**config.mk**
```make
export PLATFORM = sky130hd
export DESIGN_NAME = asp_serial_port
export DESIGN_NICKNAME = d
export VERILOG_FILES = /design/src/logic/asp_pkg.sv /design/src/logic/asp_reg_mem.sv /design/src/logic/asp_serial_port.sv
export SDC_FILE = /design/constraint.sdc
export NUM_CORES = 1
export LEC_CHECK = 0
export ABC_AREA = 1
export BUFFER_PORTS_ARGS = -buffer_cell sky130_fd_sc_hd__buf_2
export CAP_MARGIN = 5
export CORE_MARGIN = 2
export CORE_UTILIZATION = 45
export CTS_CLUSTER_DIAMETER = 120
export DETAILED_ROUTE_END_ITERATION = 7
export GPL_ROUTABILITY_DRIVEN = 0
export PLACE_DENSITY = 0.57
export SLEW_MARGIN = 20
export SYNTH_ARGS = -nofsm -noshare
export SYNTH_HDL_FRONTEND = slang
export SYNTH_SLANG_ARGS = --single-unit
```
**constraint.sdc**
```tcl
create_clock -name mclk_i -period 6.6 [get_ports mclk_i]
set_clock_uncertainty 0.05 [all_clocks]
set_input_delay 0.33 -clock mclk_i [delete_from_list [all_inputs] [get_ports mclk_i]]
set_output_delay 0.33 -clock mclk_i [all_outputs]
set_load 0.03 [all_outputs]
```
**src/logic/asp_pkg.sv**
```systemverilog
// Constants and types for the converter serial port block
// Overview of operation
// - Filter-align low holds filter, calibration control and modulator in reset.
// - Filter-align never disturbs the serial host port; register access continues.
// - Filter-align forces a pending ready indication back high.
// - Shared output goes low when a conversion completes.
// - Unread result: ready returns high before the next result update.
// - Output shift register loads from any data or control register.
// - Output changes on falling serial clock, host samples on rising edge.
// - Input bits collect in a shift register, then write the selected register.
// - Continuous or burst serial clocks both assemble words correctly.
// - Serial port answers only while chip select is low.
// - Chip select tied low gives three-wire operation.
// - Internal 4.92 MHz master clock, optionally driven out on the clock pin.
package asp_pkg;

  localparam int REG_W = 24;
  localparam int CMD_W = 8;
  localparam int SEL_W = 3;
  localparam int CNT_W = 5;
  localparam int NUM_REGS = 8;

  // Command byte layout
  localparam int CMD_RD_BIT = 6;
  localparam int CMD_SEL_LSB = 3;

  // Register selects
  localparam logic [SEL_W-1:0] SEL_STATUS = 3'h0;
  localparam logic [SEL_W-1:0] SEL_MODE = 3'h1;
  localparam logic [SEL_W-1:0] SEL_DATA = 3'h3;
  localparam int MODE_CLKOUT_BIT = 0;

  // Input sampler bit positions and reset levels (idle high clock, pulled-up align)
  localparam int IN_N = 4;
  localparam int IN_SCLK = 0;
  localparam int IN_CS = 1;
  localparam int IN_DIN = 2;
  localparam int IN_ALIGN = 3;
  localparam logic [IN_N-1:0] IN_RST = 4'hB;

  // Timing
  localparam int CLK_PERIOD_NS = 40;
  localparam int SYS_CLK_KHZ = 25000;
  localparam int INT_MCLK_KHZ = 4920;
  localparam int ACC_W = 16;
  localparam logic [ACC_W-1:0] ACC_INC =
    ACC_W'((longint'(INT_MCLK_KHZ) << ACC_W) / SYS_CLK_KHZ);
  localparam int RDY_GAP_NS = 200;
  localparam int RDY_GAP_CYC_I = (RDY_GAP_NS + CLK_PERIOD_NS - 1) / CLK_PERIOD_NS;
  localparam logic [3:0] RDY_GAP_CYC = 4'(RDY_GAP_CYC_I);

  // Reset values
  localparam logic [REG_W-1:0] REG_RST = 24'h00_0000;
  localparam logic [CNT_W-1:0] CNT_RST = 5'h00;
  localparam logic [ACC_W-1:0] ACC_RST = 16'h0000;

  typedef struct packed {
    logic sclk;
    logic cs_n;
    logic din;
  } asp_pins_s;

  typedef enum logic [1:0] {
    ST_COMM = 2'h0,
    ST_WR = 2'h1,
    ST_RD = 2'h2
  } asp_state_e;

endpackage

```
**src/logic/asp_reg_mem.sv**
```systemverilog
// Control register storage with registered read data
`timescale 1ns/1ns
module asp_reg_mem import asp_pkg::*; (
  // Clock and reset
  input wire logic mclk_i,
  input wire logic sys_rst_i,
  // Write port
  input wire logic we_i,
  input wire logic [SEL_W-1:0] waddr_i,
  input wire logic [REG_W-1:0] wdata_i,
  // Read port
  input wire logic [SEL_W-1:0] raddr_i,
  output logic [REG_W-1:0] rdata_o
);

  logic [REG_W-1:0] mem_reg [NUM_REGS];

  always_ff @(posedge mclk_i) begin
    if (sys_rst_i) begin
      for (int i = 0; i < NUM_REGS; i++) begin
        mem_reg[i] <= REG_RST;
      end
      rdata_o <= REG_RST;
    end else begin
      if (we_i) begin
        mem_reg[waddr_i] <= wdata_i;
      end
      rdata_o <= mem_reg[raddr_i];
    end
  end

endmodule

```
**src/logic/asp_serial_port.sv**
```systemverilog
// Serial host port, filter alignment and conversion-ready signalling
`timescale 1ns/1ns
module asp_serial_port import asp_pkg::*; (
  // Clock and reset
  input wire logic mclk_i,
  input wire logic sys_rst_i,
  // Host serial pins
  input wire asp_pins_s host_i,
  output logic serial_out_done_n_o,
  output logic serial_out_done_oe_o,
  // Filter alignment pin
  input wire logic filter_align_n_i,
  // Converter side
  input wire logic conv_done_i,
  input wire logic [REG_W-1:0] conv_data_i,
  output logic filter_rst_o,
  output logic cal_rst_o,
  output logic mod_rst_o,
  // Master clock pin
  output logic master_clock_pin_o,
  output logic master_clock_pin_oe_o
);

  // Input samplers: three stages, change accepted when stages two and three agree
  logic [IN_N-1:0] raw;
  logic [IN_N-1:0] s1_reg, s2_reg, s3_reg, lvl_reg, lvl_next;
  logic [IN_N-1:0] s1_next, s2_next, s3_next;
  // Reset levels equal the idle pin levels, so no false edge follows reset

  assign raw = {filter_align_n_i, host_i.din, host_i.cs_n, host_i.sclk};

  function automatic logic settle(input logic a, input logic b, input logic cur);
    return (a == b) ? b : cur;
  endfunction

  function automatic logic word_end(input logic [CNT_W-1:0] cnt);
    return cnt == CNT_W'(REG_W - 1);
  endfunction

  // Status word: ready flag, alignment flag, rest zero
  function automatic logic [REG_W-1:0] status_word(input logic rdy_n, input logic align);
    return {rdy_n, align, {(REG_W-2){1'b0}}};
  endfunction

  always_comb begin
    s1_next = raw;
    s2_next = s1_reg;
    s3_next = s2_reg;
    for (int i = 0; i < IN_N; i++) begin
      lvl_next[i] = settle(s2_reg[i], s3_reg[i], lvl_reg[i]);
    end
  end

  always_ff @(posedge mclk_i) begin
    if (sys_rst_i) begin
      s1_reg <= IN_RST;
      s2_reg <= IN_RST;
      s3_reg <= IN_RST;
      lvl_reg <= IN_RST;
    end else begin
      s1_reg <= s1_next;
      s2_reg <= s2_next;
      s3_reg <= s3_next;
      lvl_reg <= lvl_next;
    end
  end

  logic sclk_rise, sclk_fall, cs_act, din_s, align_act;

  assign sclk_rise = lvl_next[IN_SCLK] & ~lvl_reg[IN_SCLK];
  assign sclk_fall = ~lvl_next[IN_SCLK] & lvl_reg[IN_SCLK];
  assign cs_act = ~lvl_reg[IN_CS];
  assign din_s = lvl_reg[IN_DIN];
  assign align_act = ~lvl_reg[IN_ALIGN];

  // Serial protocol state
  asp_state_e st_reg, st_next;
  logic [CNT_W-1:0] cnt_reg, cnt_next;
  logic [REG_W-1:0] in_sh_reg, in_sh_next;
  logic [REG_W-1:0] out_sh_reg, out_sh_next;
  logic [SEL_W-1:0] sel_reg, sel_next;
  logic load_reg, load_next;
  logic dout_reg, dout_next;
  logic oe_reg, oe_next;
  logic clkout_en_reg, clkout_en_next;
  logic mem_we;
  logic [REG_W-1:0] mem_wdata, mem_rdata;
  logic rd_clear;

  // Ready and result state
  logic rdy_n_reg, rdy_n_next;
  logic [REG_W-1:0] data_reg, data_next;
  logic [REG_W-1:0] pend_data_reg, pend_data_next;
  logic pend_reg, pend_next;
  logic [3:0] gap_reg, gap_next;

  // Read address follows the select as it is decoded, so the word is ready at load
  asp_reg_mem asp_reg_mem_inst (
    .mclk_i(mclk_i),
    .sys_rst_i(sys_rst_i),
    .we_i(mem_we),
    .waddr_i(sel_reg),
    .wdata_i(mem_wdata),
    .raddr_i(sel_next),
    .rdata_o(mem_rdata)
  );

  always_comb begin
    st_next = st_reg;
    cnt_next = cnt_reg;
    in_sh_next = in_sh_reg;
    out_sh_next = out_sh_reg;
    sel_next = sel_reg;
    load_next = 1'b0;
    dout_next = dout_reg;
    clkout_en_next = clkout_en_reg;
    mem_we = 1'b0;
    mem_wdata = {in_sh_reg[REG_W-2:0], din_s};
    rd_clear = 1'b0;
    oe_next = cs_act;
    if (!cs_act) begin
      // Chip select high ends the frame and realigns the port
      st_next = ST_COMM;
      cnt_next = CNT_RST;
      dout_next = 1'b1;
    end else begin
      // Falling-edge updates the output; the word loads once read data settles
      if (load_reg) begin
        unique case (sel_reg)
          SEL_DATA: out_sh_next = data_reg;
          SEL_STATUS: out_sh_next = status_word(rdy_n_reg, align_act);
          default: out_sh_next = mem_rdata;
        endcase
        rd_clear = (sel_reg == SEL_DATA);
      end
      if (st_reg == ST_RD) begin
        if (sclk_fall) begin
          dout_next = out_sh_reg[REG_W-1];
          out_sh_next = {out_sh_reg[REG_W-2:0], 1'b0};
        end
      end else begin
        dout_next = rdy_n_reg;
      end
      // Bits are taken on rising edges only, so clock gaps are harmless
      if (sclk_rise) begin
        in_sh_next = {in_sh_reg[REG_W-2:0], din_s};
        cnt_next = cnt_reg + 5'h01;
        unique case (st_reg)
          ST_COMM: begin
            if (cnt_reg == 5'(CMD_W - 1)) begin
              cnt_next = CNT_RST;
              sel_next = in_sh_reg[CMD_SEL_LSB-1 +: SEL_W];
              if (in_sh_reg[CMD_RD_BIT-1]) begin
                st_next = ST_RD;
                load_next = 1'b1;
              end else begin
                st_next = ST_WR;
              end
            end
          end
          ST_WR: begin
            if (word_end(cnt_reg)) begin
              cnt_next = CNT_RST;
              st_next = ST_COMM;
              mem_we = 1'b1;
              if (sel_reg == SEL_MODE) begin
                clkout_en_next = mem_wdata[MODE_CLKOUT_BIT];
              end
            end
          end
          ST_RD: begin
            // Word count alone closes the frame, so a tied-low select still works
            if (word_end(cnt_reg)) begin
              cnt_next = CNT_RST;
              st_next = ST_COMM;
            end
          end
          default: begin
            cnt_next = CNT_RST;
            st_next = ST_COMM;
          end
        endcase
      end
    end
  end

  always_ff @(posedge mclk_i) begin
    if (sys_rst_i) begin
      st_reg <= ST_COMM;
      cnt_reg <= CNT_RST;
      in_sh_reg <= REG_RST;
      out_sh_reg <= REG_RST;
      sel_reg <= SEL_STATUS;
      load_reg <= 1'b0;
      dout_reg <= 1'b1;
      oe_reg <= 1'b0;
      clkout_en_reg <= 1'b0;
    end else begin
      st_reg <= st_next;
      cnt_reg <= cnt_next;
      in_sh_reg <= in_sh_next;
      out_sh_reg <= out_sh_next;
      sel_reg <= sel_next;
      load_reg <= load_next;
      dout_reg <= dout_next;
      oe_reg <= oe_next;
      clkout_en_reg <= clkout_en_next;
    end
  end

  // Ready handling; the serial state above is independent of alignment
  always_comb begin
    rdy_n_next = rdy_n_reg;
    data_next = data_reg;
    pend_data_next = pend_data_reg;
    pend_next = pend_reg;
    gap_next = gap_reg;
    if (rd_clear) begin
      rdy_n_next = 1'b1;
    end
    // Alignment wins over a new result: the converter is held, nothing stays pending
    if (align_act) begin
      rdy_n_next = 1'b1;
      pend_next = 1'b0;
    end else if (conv_done_i) begin
      if (!rdy_n_reg && !rd_clear) begin
        // Unread result: raise ready, update after a gap
        rdy_n_next = 1'b1;
        pend_next = 1'b1;
        pend_data_next = conv_data_i;
        gap_next = RDY_GAP_CYC;
      end else begin
        data_next = conv_data_i;
        rdy_n_next = 1'b0;
        // A fresh result supersedes any word still waiting out its gap
        pend_next = 1'b0;
      end
    end else if (pend_reg) begin
      if (gap_reg == 4'h1) begin
        data_next = pend_data_reg;
        rdy_n_next = 1'b0;
        pend_next = 1'b0;
      end else begin
        gap_next = gap_reg - 4'h1;
      end
    end
  end

  always_ff @(posedge mclk_i) begin
    if (sys_rst_i) begin
      rdy_n_reg <= 1'b1;
      data_reg <= REG_RST;
      pend_data_reg <= REG_RST;
      pend_reg <= 1'b0;
      gap_reg <= 4'h0;
    end else begin
      rdy_n_reg <= rdy_n_next;
      data_reg <= data_next;
      pend_data_reg <= pend_data_next;
      pend_reg <= pend_next;
      gap_reg <= gap_next;
    end
  end

  // Filter, calibration and modulator resets and the internal master clock
  logic align_rst_reg, align_rst_next;
  logic [ACC_W-1:0] acc_reg, acc_next;
  logic mclk_out_reg, mclk_out_next;
  logic mclk_oe_reg, mclk_oe_next;

  // Phase accumulator: average rate set by a truncated increment, each period jitters by one system clock
  always_comb begin
    align_rst_next = align_act;
    acc_next = acc_reg + ACC_INC;
    mclk_out_next = acc_reg[ACC_W-1];
    mclk_oe_next = clkout_en_reg;
  end

  always_ff @(posedge mclk_i) begin
    if (sys_rst_i) begin
      align_rst_reg <= 1'b0;
      acc_reg <= ACC_RST;
      mclk_out_reg <= 1'b0;
      mclk_oe_reg <= 1'b0;
    end else begin
      align_rst_reg <= align_rst_next;
      acc_reg <= acc_next;
      mclk_out_reg <= mclk_out_next;
      mclk_oe_reg <= mclk_oe_next;
    end
  end

  // Every output is a register; the three resets share one so they always agree
  assign filter_rst_o = align_rst_reg;
  assign cal_rst_o = align_rst_reg;
  assign mod_rst_o = align_rst_reg;
  assign serial_out_done_n_o = dout_reg;
  assign serial_out_done_oe_o = oe_reg;
  assign master_clock_pin_o = mclk_out_reg;
  assign master_clock_pin_oe_o = mclk_oe_reg;

endmodule

```
==> results.toml, run 1 <==
[sta]
holdWs_ps = 18.7
fin_crit_sh = 0.578
min_period_ps = 3810
tightest_slew_ps = 1140
finalHoldViolCount = 0
rsz0062_at_grt = "false"
fmaxAchievable_ghz = 0.262
drv_slew = 0
maxSlewHeadroom = 0.241
finalSetupViolCount = 0
fin_setup_tns_ps = 0

[setup_path]
worst_ep_required_time_ps = 6720
arrival_ps = 3930
worstSetupEndpointType = "register"
r2r_cells = 10
rrSetupSlack_ps = 2790
rr_endpoint = "asp_reg_mem_inst.mem_reg[7][7]"
path_class = "reg2reg"
critPathMaxFanout = 50
worstReg2RegStart = "s2_reg[0]"
startpoint_type = "register"

[hold_path]
min_path_cells = 3
hp-start = "conv_data_i[0]"
hold_path.class = "in2reg"
hold_path_end = "pend_data_reg[0]"

[clock_tree]
clockBufferDepth = 3
path_clk_slew_ps = 60
htree_levels = 2
numCtsBuffers = 41
clock-sinks = 366
cts_tree = "done"
insertion_delay_ps = 560
root_buffer = "clkbuf_16"

[global_route]
grt_pass1_wl_mm = 67.2
gr-usage-all-layers = 0.228
grt_pass1_vias = 12100
overflow = 0
grt_antenna_before_repair = 0
grt_start_max_net_pins = 99

[cells_and_area]
layout_commonest_cell = "nand2_1"
final_cell_mix = "nand2_1 (357), inv_1 (289), nor2_1 (248)"
multi_input_area_um2 = 5500
final_util = 0.509
final_area_um2 = 18200
insertedDiodeCount = 0
nets = 2016
stdcell_count = 2468
area_growth_pct = 10.8
num-fill-cells = 3430
seqCellArea_um2 = 9250
largest_reg_flops = 192
drive_above_1_share = 0.0698

[floorplanning]
dieArea_um2 = 38000
dieWidth_um = 195
start_util = 0.459
io-pin-count = 38
core_um2 = 35700
die-height_um = 195
rows = 69

[route]
drc_errors = 0
wire_per_inst_um = 17.3
routed_wl_mm = 42.8
firstDrtPassIters = 6
ant_nets = 0
viasPerCell = 5.19
drt-initial-drc-count = 1085
num_vias = 12800

[yosys]
syn-cell-area_um2 = 16400
avgSynthCellArea_um2 = 8.27
synthFlopType = "edfxtp_1"
ys_ff_latch = 366
ys_async_sr_fraction = 0
synth_cells = 1985
syn_nets = 2024
synth_edf_count = 192
yosysUniqueCellTypes = 39
yosysWarnings = 0
seq_area_frac_synth = 0.563

[pwr]
p_seq_frac = 0.509
ir_drop_mv = 0.164
switchingPower_mw = 1.09
power.leakage_nw = 7.33
clock_power_share = 0.444
power_frac_comb = 0.047
internal_power_mw = 3.87
power_density_nw_per_um2 = 272
sw_frac_of_total = 0.220

[placed_design]
dp_hpwl_mm = 26.6
dp_cells = 2385
dpl-instance-area_um2 = 16800
port_buffers = 37

[status]
run_status = "finished, final reports clean"

[flow_run]
max-cap-violations = 0
## through the flow
step | power [mW] | setup slack [ps]
finish | 4.96 | 2790
global route | 5.13 | 2430
CTS | 5.00 | 2760
detailed placement | 2.80 | 2780
global placement | 2.80 | 2810
floorplan | 2.73 | 4110
## critical path: stages (launching register included)
cell	delay, ps
dfxtp_1	370
nand2_2	90
nor2_4	220
nand2_4	310
inv_2	110
nand4_1	80
nor2_1	190
inv_1	100
nor2_1	220
nand2_1	610
nand2_1	1070
## Yosys cell counts, types with 2 or more instances
library cell | number | area [um^2]
buf_2 | 33 | 165
nor2_2 | 2 | 12.5
buf_4 | 6 | 45.0
o22ai_1 | 17 | 106
edfxtp_1 | 192 | 5770
nor2_4 | 2 | 22.5
a21oi_1 | 106 | 531
o21bai_1 | 2 | 15.0
o211ai_1 | 9 | 67.6
nand2_2 | 3 | 18.8
a31oi_1 | 2 | 12.5
inv_1 | 289 | 1080
nand4_1 | 5 | 31.3
buf_1 | 6 | 22.5
clkbuf_1 | 63 | 236
o21ai_1 | 2 | 10.0
dfxtp_1 | 174 | 3480
nor3_1 | 12 | 60.1
o21a_1 | 2 | 15.0
nand3_1 | 204 | 1020
nor2_1 | 250 | 938
nand3b_1 | 25 | 188
inv_2 | 2 | 7.51
clkinv_1 | 26 | 97.6
o21ai_0 | 152 | 761
or2_2 | 16 | 100
buf_6 | 5 | 56.3
ha_1 | 8 | 100
nand2_1 | 360 | 1350
## metal layers
| layer | up-vias | part of all wire | global-route usage |
|---|---|---|---|
| met3 | 87 | 0.066 | 0.0404 |
| met2 | 343 | 0.45 | 0.357 |
| met4 | 0 | 0.039 | 0.103 |
| met1 | 6031 | 0.44 | 0.310 |
| li1 | 6358 | - | - |
| met5 | - | 0 | 0 |
## power groups by stage
stage | logic [mW] | registers (mW) | clock network (mW)
3_3_place_gp | 0.224 | 2.57 | 0
5_1_grt | 0.270 | 2.53 | 2.33
3_5_place_dp | 0.228 | 2.57 | 0
2_1_floorplan | 0.167 | 2.56 | 0
6_report | 0.232 | 2.52 | 2.20
4_1_cts | 0.234 | 2.53 | 2.24
## layout make-up
| type | instances | share of cell area |
|---|---|---|
| clock buffers | 66 | 0.0672 |
| clock inverters | 7 | 0.00323 |
| inverters | 317 | 0.0654 |
| multi-input cells | 1189 | 0.302 |
| flip-flops and latches | 366 | 0.508 |
| well taps | 461 | 0.0317 |
| repair buffers | 62 | 0.0221 |
## worst max path at each step
stage	startpoint	to	slack [ps]
after detailed placement	s2_reg[0]	asp_reg_mem_inst.mem_reg[7][11]	2780
final	s2_reg[0]	asp_reg_mem_inst.mem_reg[7][7]	2790
after CTS	s2_reg[0]	asp_reg_mem_inst.mem_reg[7][7]	2760
after global routing	s2_reg[0]	asp_reg_mem_inst.mem_reg[7][7]	2430
after floorplan	cnt_reg[0]	asp_reg_mem_inst.mem_reg[2][0]	4110
after global placement	s2_reg[0]	asp_reg_mem_inst.mem_reg[6][10]	2810
## repair_timing
item	CTS	global route
endpoints found under the hold margin	10	0
hold buffers	10	0
resized for setup	0	0
buffers inserted	0	0
## kinds of logic (layout without fill, tap and decap cells)
logic type                 after synthesis  count (layout)  synth area share
and+or+nand+nor                        884             884             0.230
DFF                                    366             366             0.563
buffers and inverters                  430             452             0.104
AOI/OAI and AO/OA                      296             296            0.0950
adders and majority gates                8               8           0.00610
xor gates and xnor gates                 1               1          0.000534
Note: power is estimated with default switching activity, not from simulation.
==> run 2: changes to the inputs <==
--- a/config.mk
+++ b/config.mk
@@ -5,7 +5,7 @@
 export SDC_FILE = /design/constraint.sdc
 export NUM_CORES = 1
 export LEC_CHECK = 0
-export ABC_AREA = 1
+export ABC_AREA = 0
 export BUFFER_PORTS_ARGS = -buffer_cell sky130_fd_sc_hd__buf_2
 export CAP_MARGIN = 5
 export CORE_MARGIN = 2
==> constraint.sdc (replaced) <==
create_clock -name mclk_i -period 3.8 [get_ports mclk_i]
set_clock_uncertainty 0.05 [all_clocks]
set_input_delay 0.19 -clock mclk_i [delete_from_list [all_inputs] [get_ports mclk_i]]
set_output_delay 0.19 -clock mclk_i [all_outputs]
set_load 0.03 [all_outputs]
==> run 2 against run 1 <==
Effect of this change:
- sequential power grew 75%
- worst setup slack lost 1900 ps
- worst hold slack gained 96 ps
- clock power grew 69%
- synthesized cell count shrank 24%
- cell area shrank 0.25%
- routed wire length shrank 6.7%
- critical path depth shrank 2
- sequential share of layout area grew 0.13 points
- flip-flop and latch count is the same
- global-route usage shrank 1.5 points
- highest routed layer unchanged
==> results.toml, run 2 <==
[status]
run_status = "finished, final reports clean"

[yosys]
synth_edf_count = 192
yosysUniqueCellTypes = 71
synth_common_cells = "and2_1 (193), edfxtp_1 (192), dfxtp_1 (174)"
yosysWarnings = 0
syn_nets = 1544
synthFlopType = "edfxtp_1"
ys_async_sr_fraction = 0
avgSynthCellArea_um2 = 10.8
synth.area.top_cells = "edfxtp_1 (36%), dfxtp_1 (21%), and2_1 (7.5%)"
yosysTopAreaCell = "edfxtp_1"
yosysTopAreaCellShare = 0.356
seq_area_frac_synth = 0.571
post-synth-top-count-cell = "and2_1"
synth_cells = 1505
ys_ff_latch = 366
syn-cell-area_um2 = 16200

[route]
wire_per_inst_um = 19.9
drc_errors = 0
drt-initial-drc-count = 747
firstDrtPassIters = 7
ant_nets = 0
viasPerCell = 5.54
routed_wl_mm = 39.9
num_vias = 11100

[setup_path]
rr_endpoint = "asp_reg_mem_inst.rdata_o[13]"
crit_chain = "inv_1, ha_1, nand4b_1, o31ai_4, buf_4, a21boi_0, o21ai_0, o2111ai_1"
worstSetupEndpointType = "register"
worstReg2RegStart = "st_reg[0]"
slowest_delay_ps = 510
r2r_cells = 8
arrival_ps = 3240
path_depth = 8
critPathBufInv = 2
path_class = "reg2reg"
rrSetupSlack_ps = 900
crit_slowest_cell = "buf_4"
cp-startpoint = "st_reg[0]"
startpoint_type = "register"
critPathMaxFanout = 61
cp_top_family = "compound AO/OA/AOI/OAI gates"
worst_ep_required_time_ps = 4140
cp-endpoint = "asp_reg_mem_inst.rdata_o[13]"

[floorplanning]
dieArea_um2 = 37500
die-height_um = 194
io-pin-count = 38
start_util = 0.457
dieWidth_um = 194
core_um2 = 35500
rows = 69

[clock_tree]
cts_resized = 0
numCtsBuffers = 40
clock-sinks = 366
path_clk_slew_ps = 60
clockBufferDepth = 3
insertion_delay_ps = 540
htree_levels = 2
root_buffer = "clkbuf_16"
cts_tree = "done"

[sta]
timing.final.ws_setup_ps = 903
fmaxAchievable_ghz = 0.345
fin_crit_sh = 0.762
maxSlewHeadroom = 0.300
fin_setup_tns_ps = 0
drv_slew = 0
min_period_ps = 2900
tightest_slew_ps = 1050
rsz0062_at_grt = "false"
finalSetupViolCount = 0
finalHoldViolCount = 0

[hold_path]
hold_path.class = "in2reg"

[flow_run]
max-cap-violations = 0

[cells_and_area]
drive_above_1_share = 0.101
layout_commonest_cell = "and2_1"
area_growth_pct = 12.0
final_util = 0.511
final_cell_mix = "and2_1 (193), edfxtp_1 (192), dfxtp_1 (174)"
nets = 1550
multi_input_area_um2 = 6290
largest_reg_flops = 192
seqCellArea_um2 = 9250
num-fill-cells = 3137

[placed_design]
port_buffers = 37
pre_cts_slack_ps = 943
dp_hpwl_mm = 23.1

[global_route]
gr-usage-all-layers = 0.213
grt_pass1_vias = 10800
overflow = 0
grt_antenna_before_repair = 0
grt_start_max_net_pins = 146
grt_pass1_wl_mm = 62.5

[pwr]
power_frac_comb = 0.041
internal_power_mw = 6.66
power.leakage_nw = 6.47
switchingPower_mw = 1.81
p_seq_frac = 0.521
ir_drop_mv = 0.329
clock_power_share = 0.438
sw_frac_of_total = 0.214
power_density_nw_per_um2 = 467
run 2: cell types whose count changed after synthesis, moves of 25 or more:
cell	change
a211oi_1	+25
nand2_1	-251
and3_1	+73
o21ai_0	-105
nand3_1	-197
a21boi_0	+72
nor2_1	-179
mux2i_1	+53
clkinv_1	-25
inv_1	-266
and2_1	+192
o21ai_1	+33
run 2: tightest hold or removal path, delay by kind of cell:
family	cells	cell delay, ps
AND/OR/NAND/NOR	1	80
buffers and inverters	2	170
AO/OA/AOI/OAI	2	200
run 2: what timing repair did:
action	in CTS	in global routing
hold buffers	29	0
hold endpoints to repair	50	0
setup buffers	0	0
run 2: metrics by stage:
step                hold slack [ps]  std cells  power [mW]  instance area, um^2
floorplan                       244       1505        4.70                16200
global placement                328       1901        4.81                16600
detailed placement              327       1901        4.83                16600
CTS                            98.1       2000        8.54                18100
global route                    120       2000        8.75                18100
finish                          115       2001        8.47                18100
run 2: power by group through the flow:
stage               Combinational (mW)  Sequential [mW]  Clock (mW)
global route                     0.388             4.43        3.94
global placement                 0.320             4.49           0
CTS                              0.352             4.42        3.78
detailed placement               0.327             4.50           0
finish                           0.347             4.41        3.71
floorplan                        0.242             4.45           0
run 2: cell type report:
| cell class | instances | share of cell area |
|---|---|---|
| Timing Repair Buffer | 92 | 0.0385 |
| Clock inverter | 10 | 0.00414 |
| Clock buffer | 60 | 0.0643 |
| Sequential cell | 366 | 0.510 |
| Tap cell | 461 | 0.0318 |
| Multi-Input combinational cell | 987 | 0.347 |
| Inverter | 24 | 0.00496 |
| Antenna cell | 1 | 0.000138 |
run 2: per-layer routing:
| metal | up-vias | share of wire | global-route usage |
|---|---|---|---|
| li1 | 5422 | - | - |
| met3 | 78 | 0.046 | 0.0330 |
| met2 | 224 | 0.47 | 0.342 |
| met1 | 5367 | 0.46 | 0.292 |
| met5 | - | 0 | 0 |
| met4 | 0 | 0.031 | 0.0769 |
run 2: worst min-delay path by stage:
stage,startpoint,to,slack [ps],depth (start not counted)
3_5_place_dp,filter_align_n_i,s1_reg[3],330,2
2_1_floorplan,host_i[2],s1_reg[0],240,1
3_3_place_gp,host_i[1],s1_reg[1],330,2
5_1_grt,conv_done_i,rdy_n_reg,120,5
6_report,conv_done_i,rdy_n_reg,110,5
4_1_cts,conv_done_i,rdy_n_reg,100,5
run 2: cells by family (layout without fill, tap and decap cells):
| kind of cell | Yosys count | after routing | share of synthesized area |
|---|---|---|---|
| multiplexers | 55 | 55 | 0.0341 |
| adder cells (fa/ha/maj) | 8 | 8 | 0.00618 |
| buffers and inverters | 152 | 186 | 0.0420 |
| AND/OR/NAND/NOR | 535 | 535 | 0.183 |
| flip-flops | 366 | 366 | 0.571 |
| XOR/XNOR | 9 | 9 | 0.00486 |
| AO/OA/AOI/OAI | 380 | 380 | 0.159 |
| other | 0 | 1 | 0 |
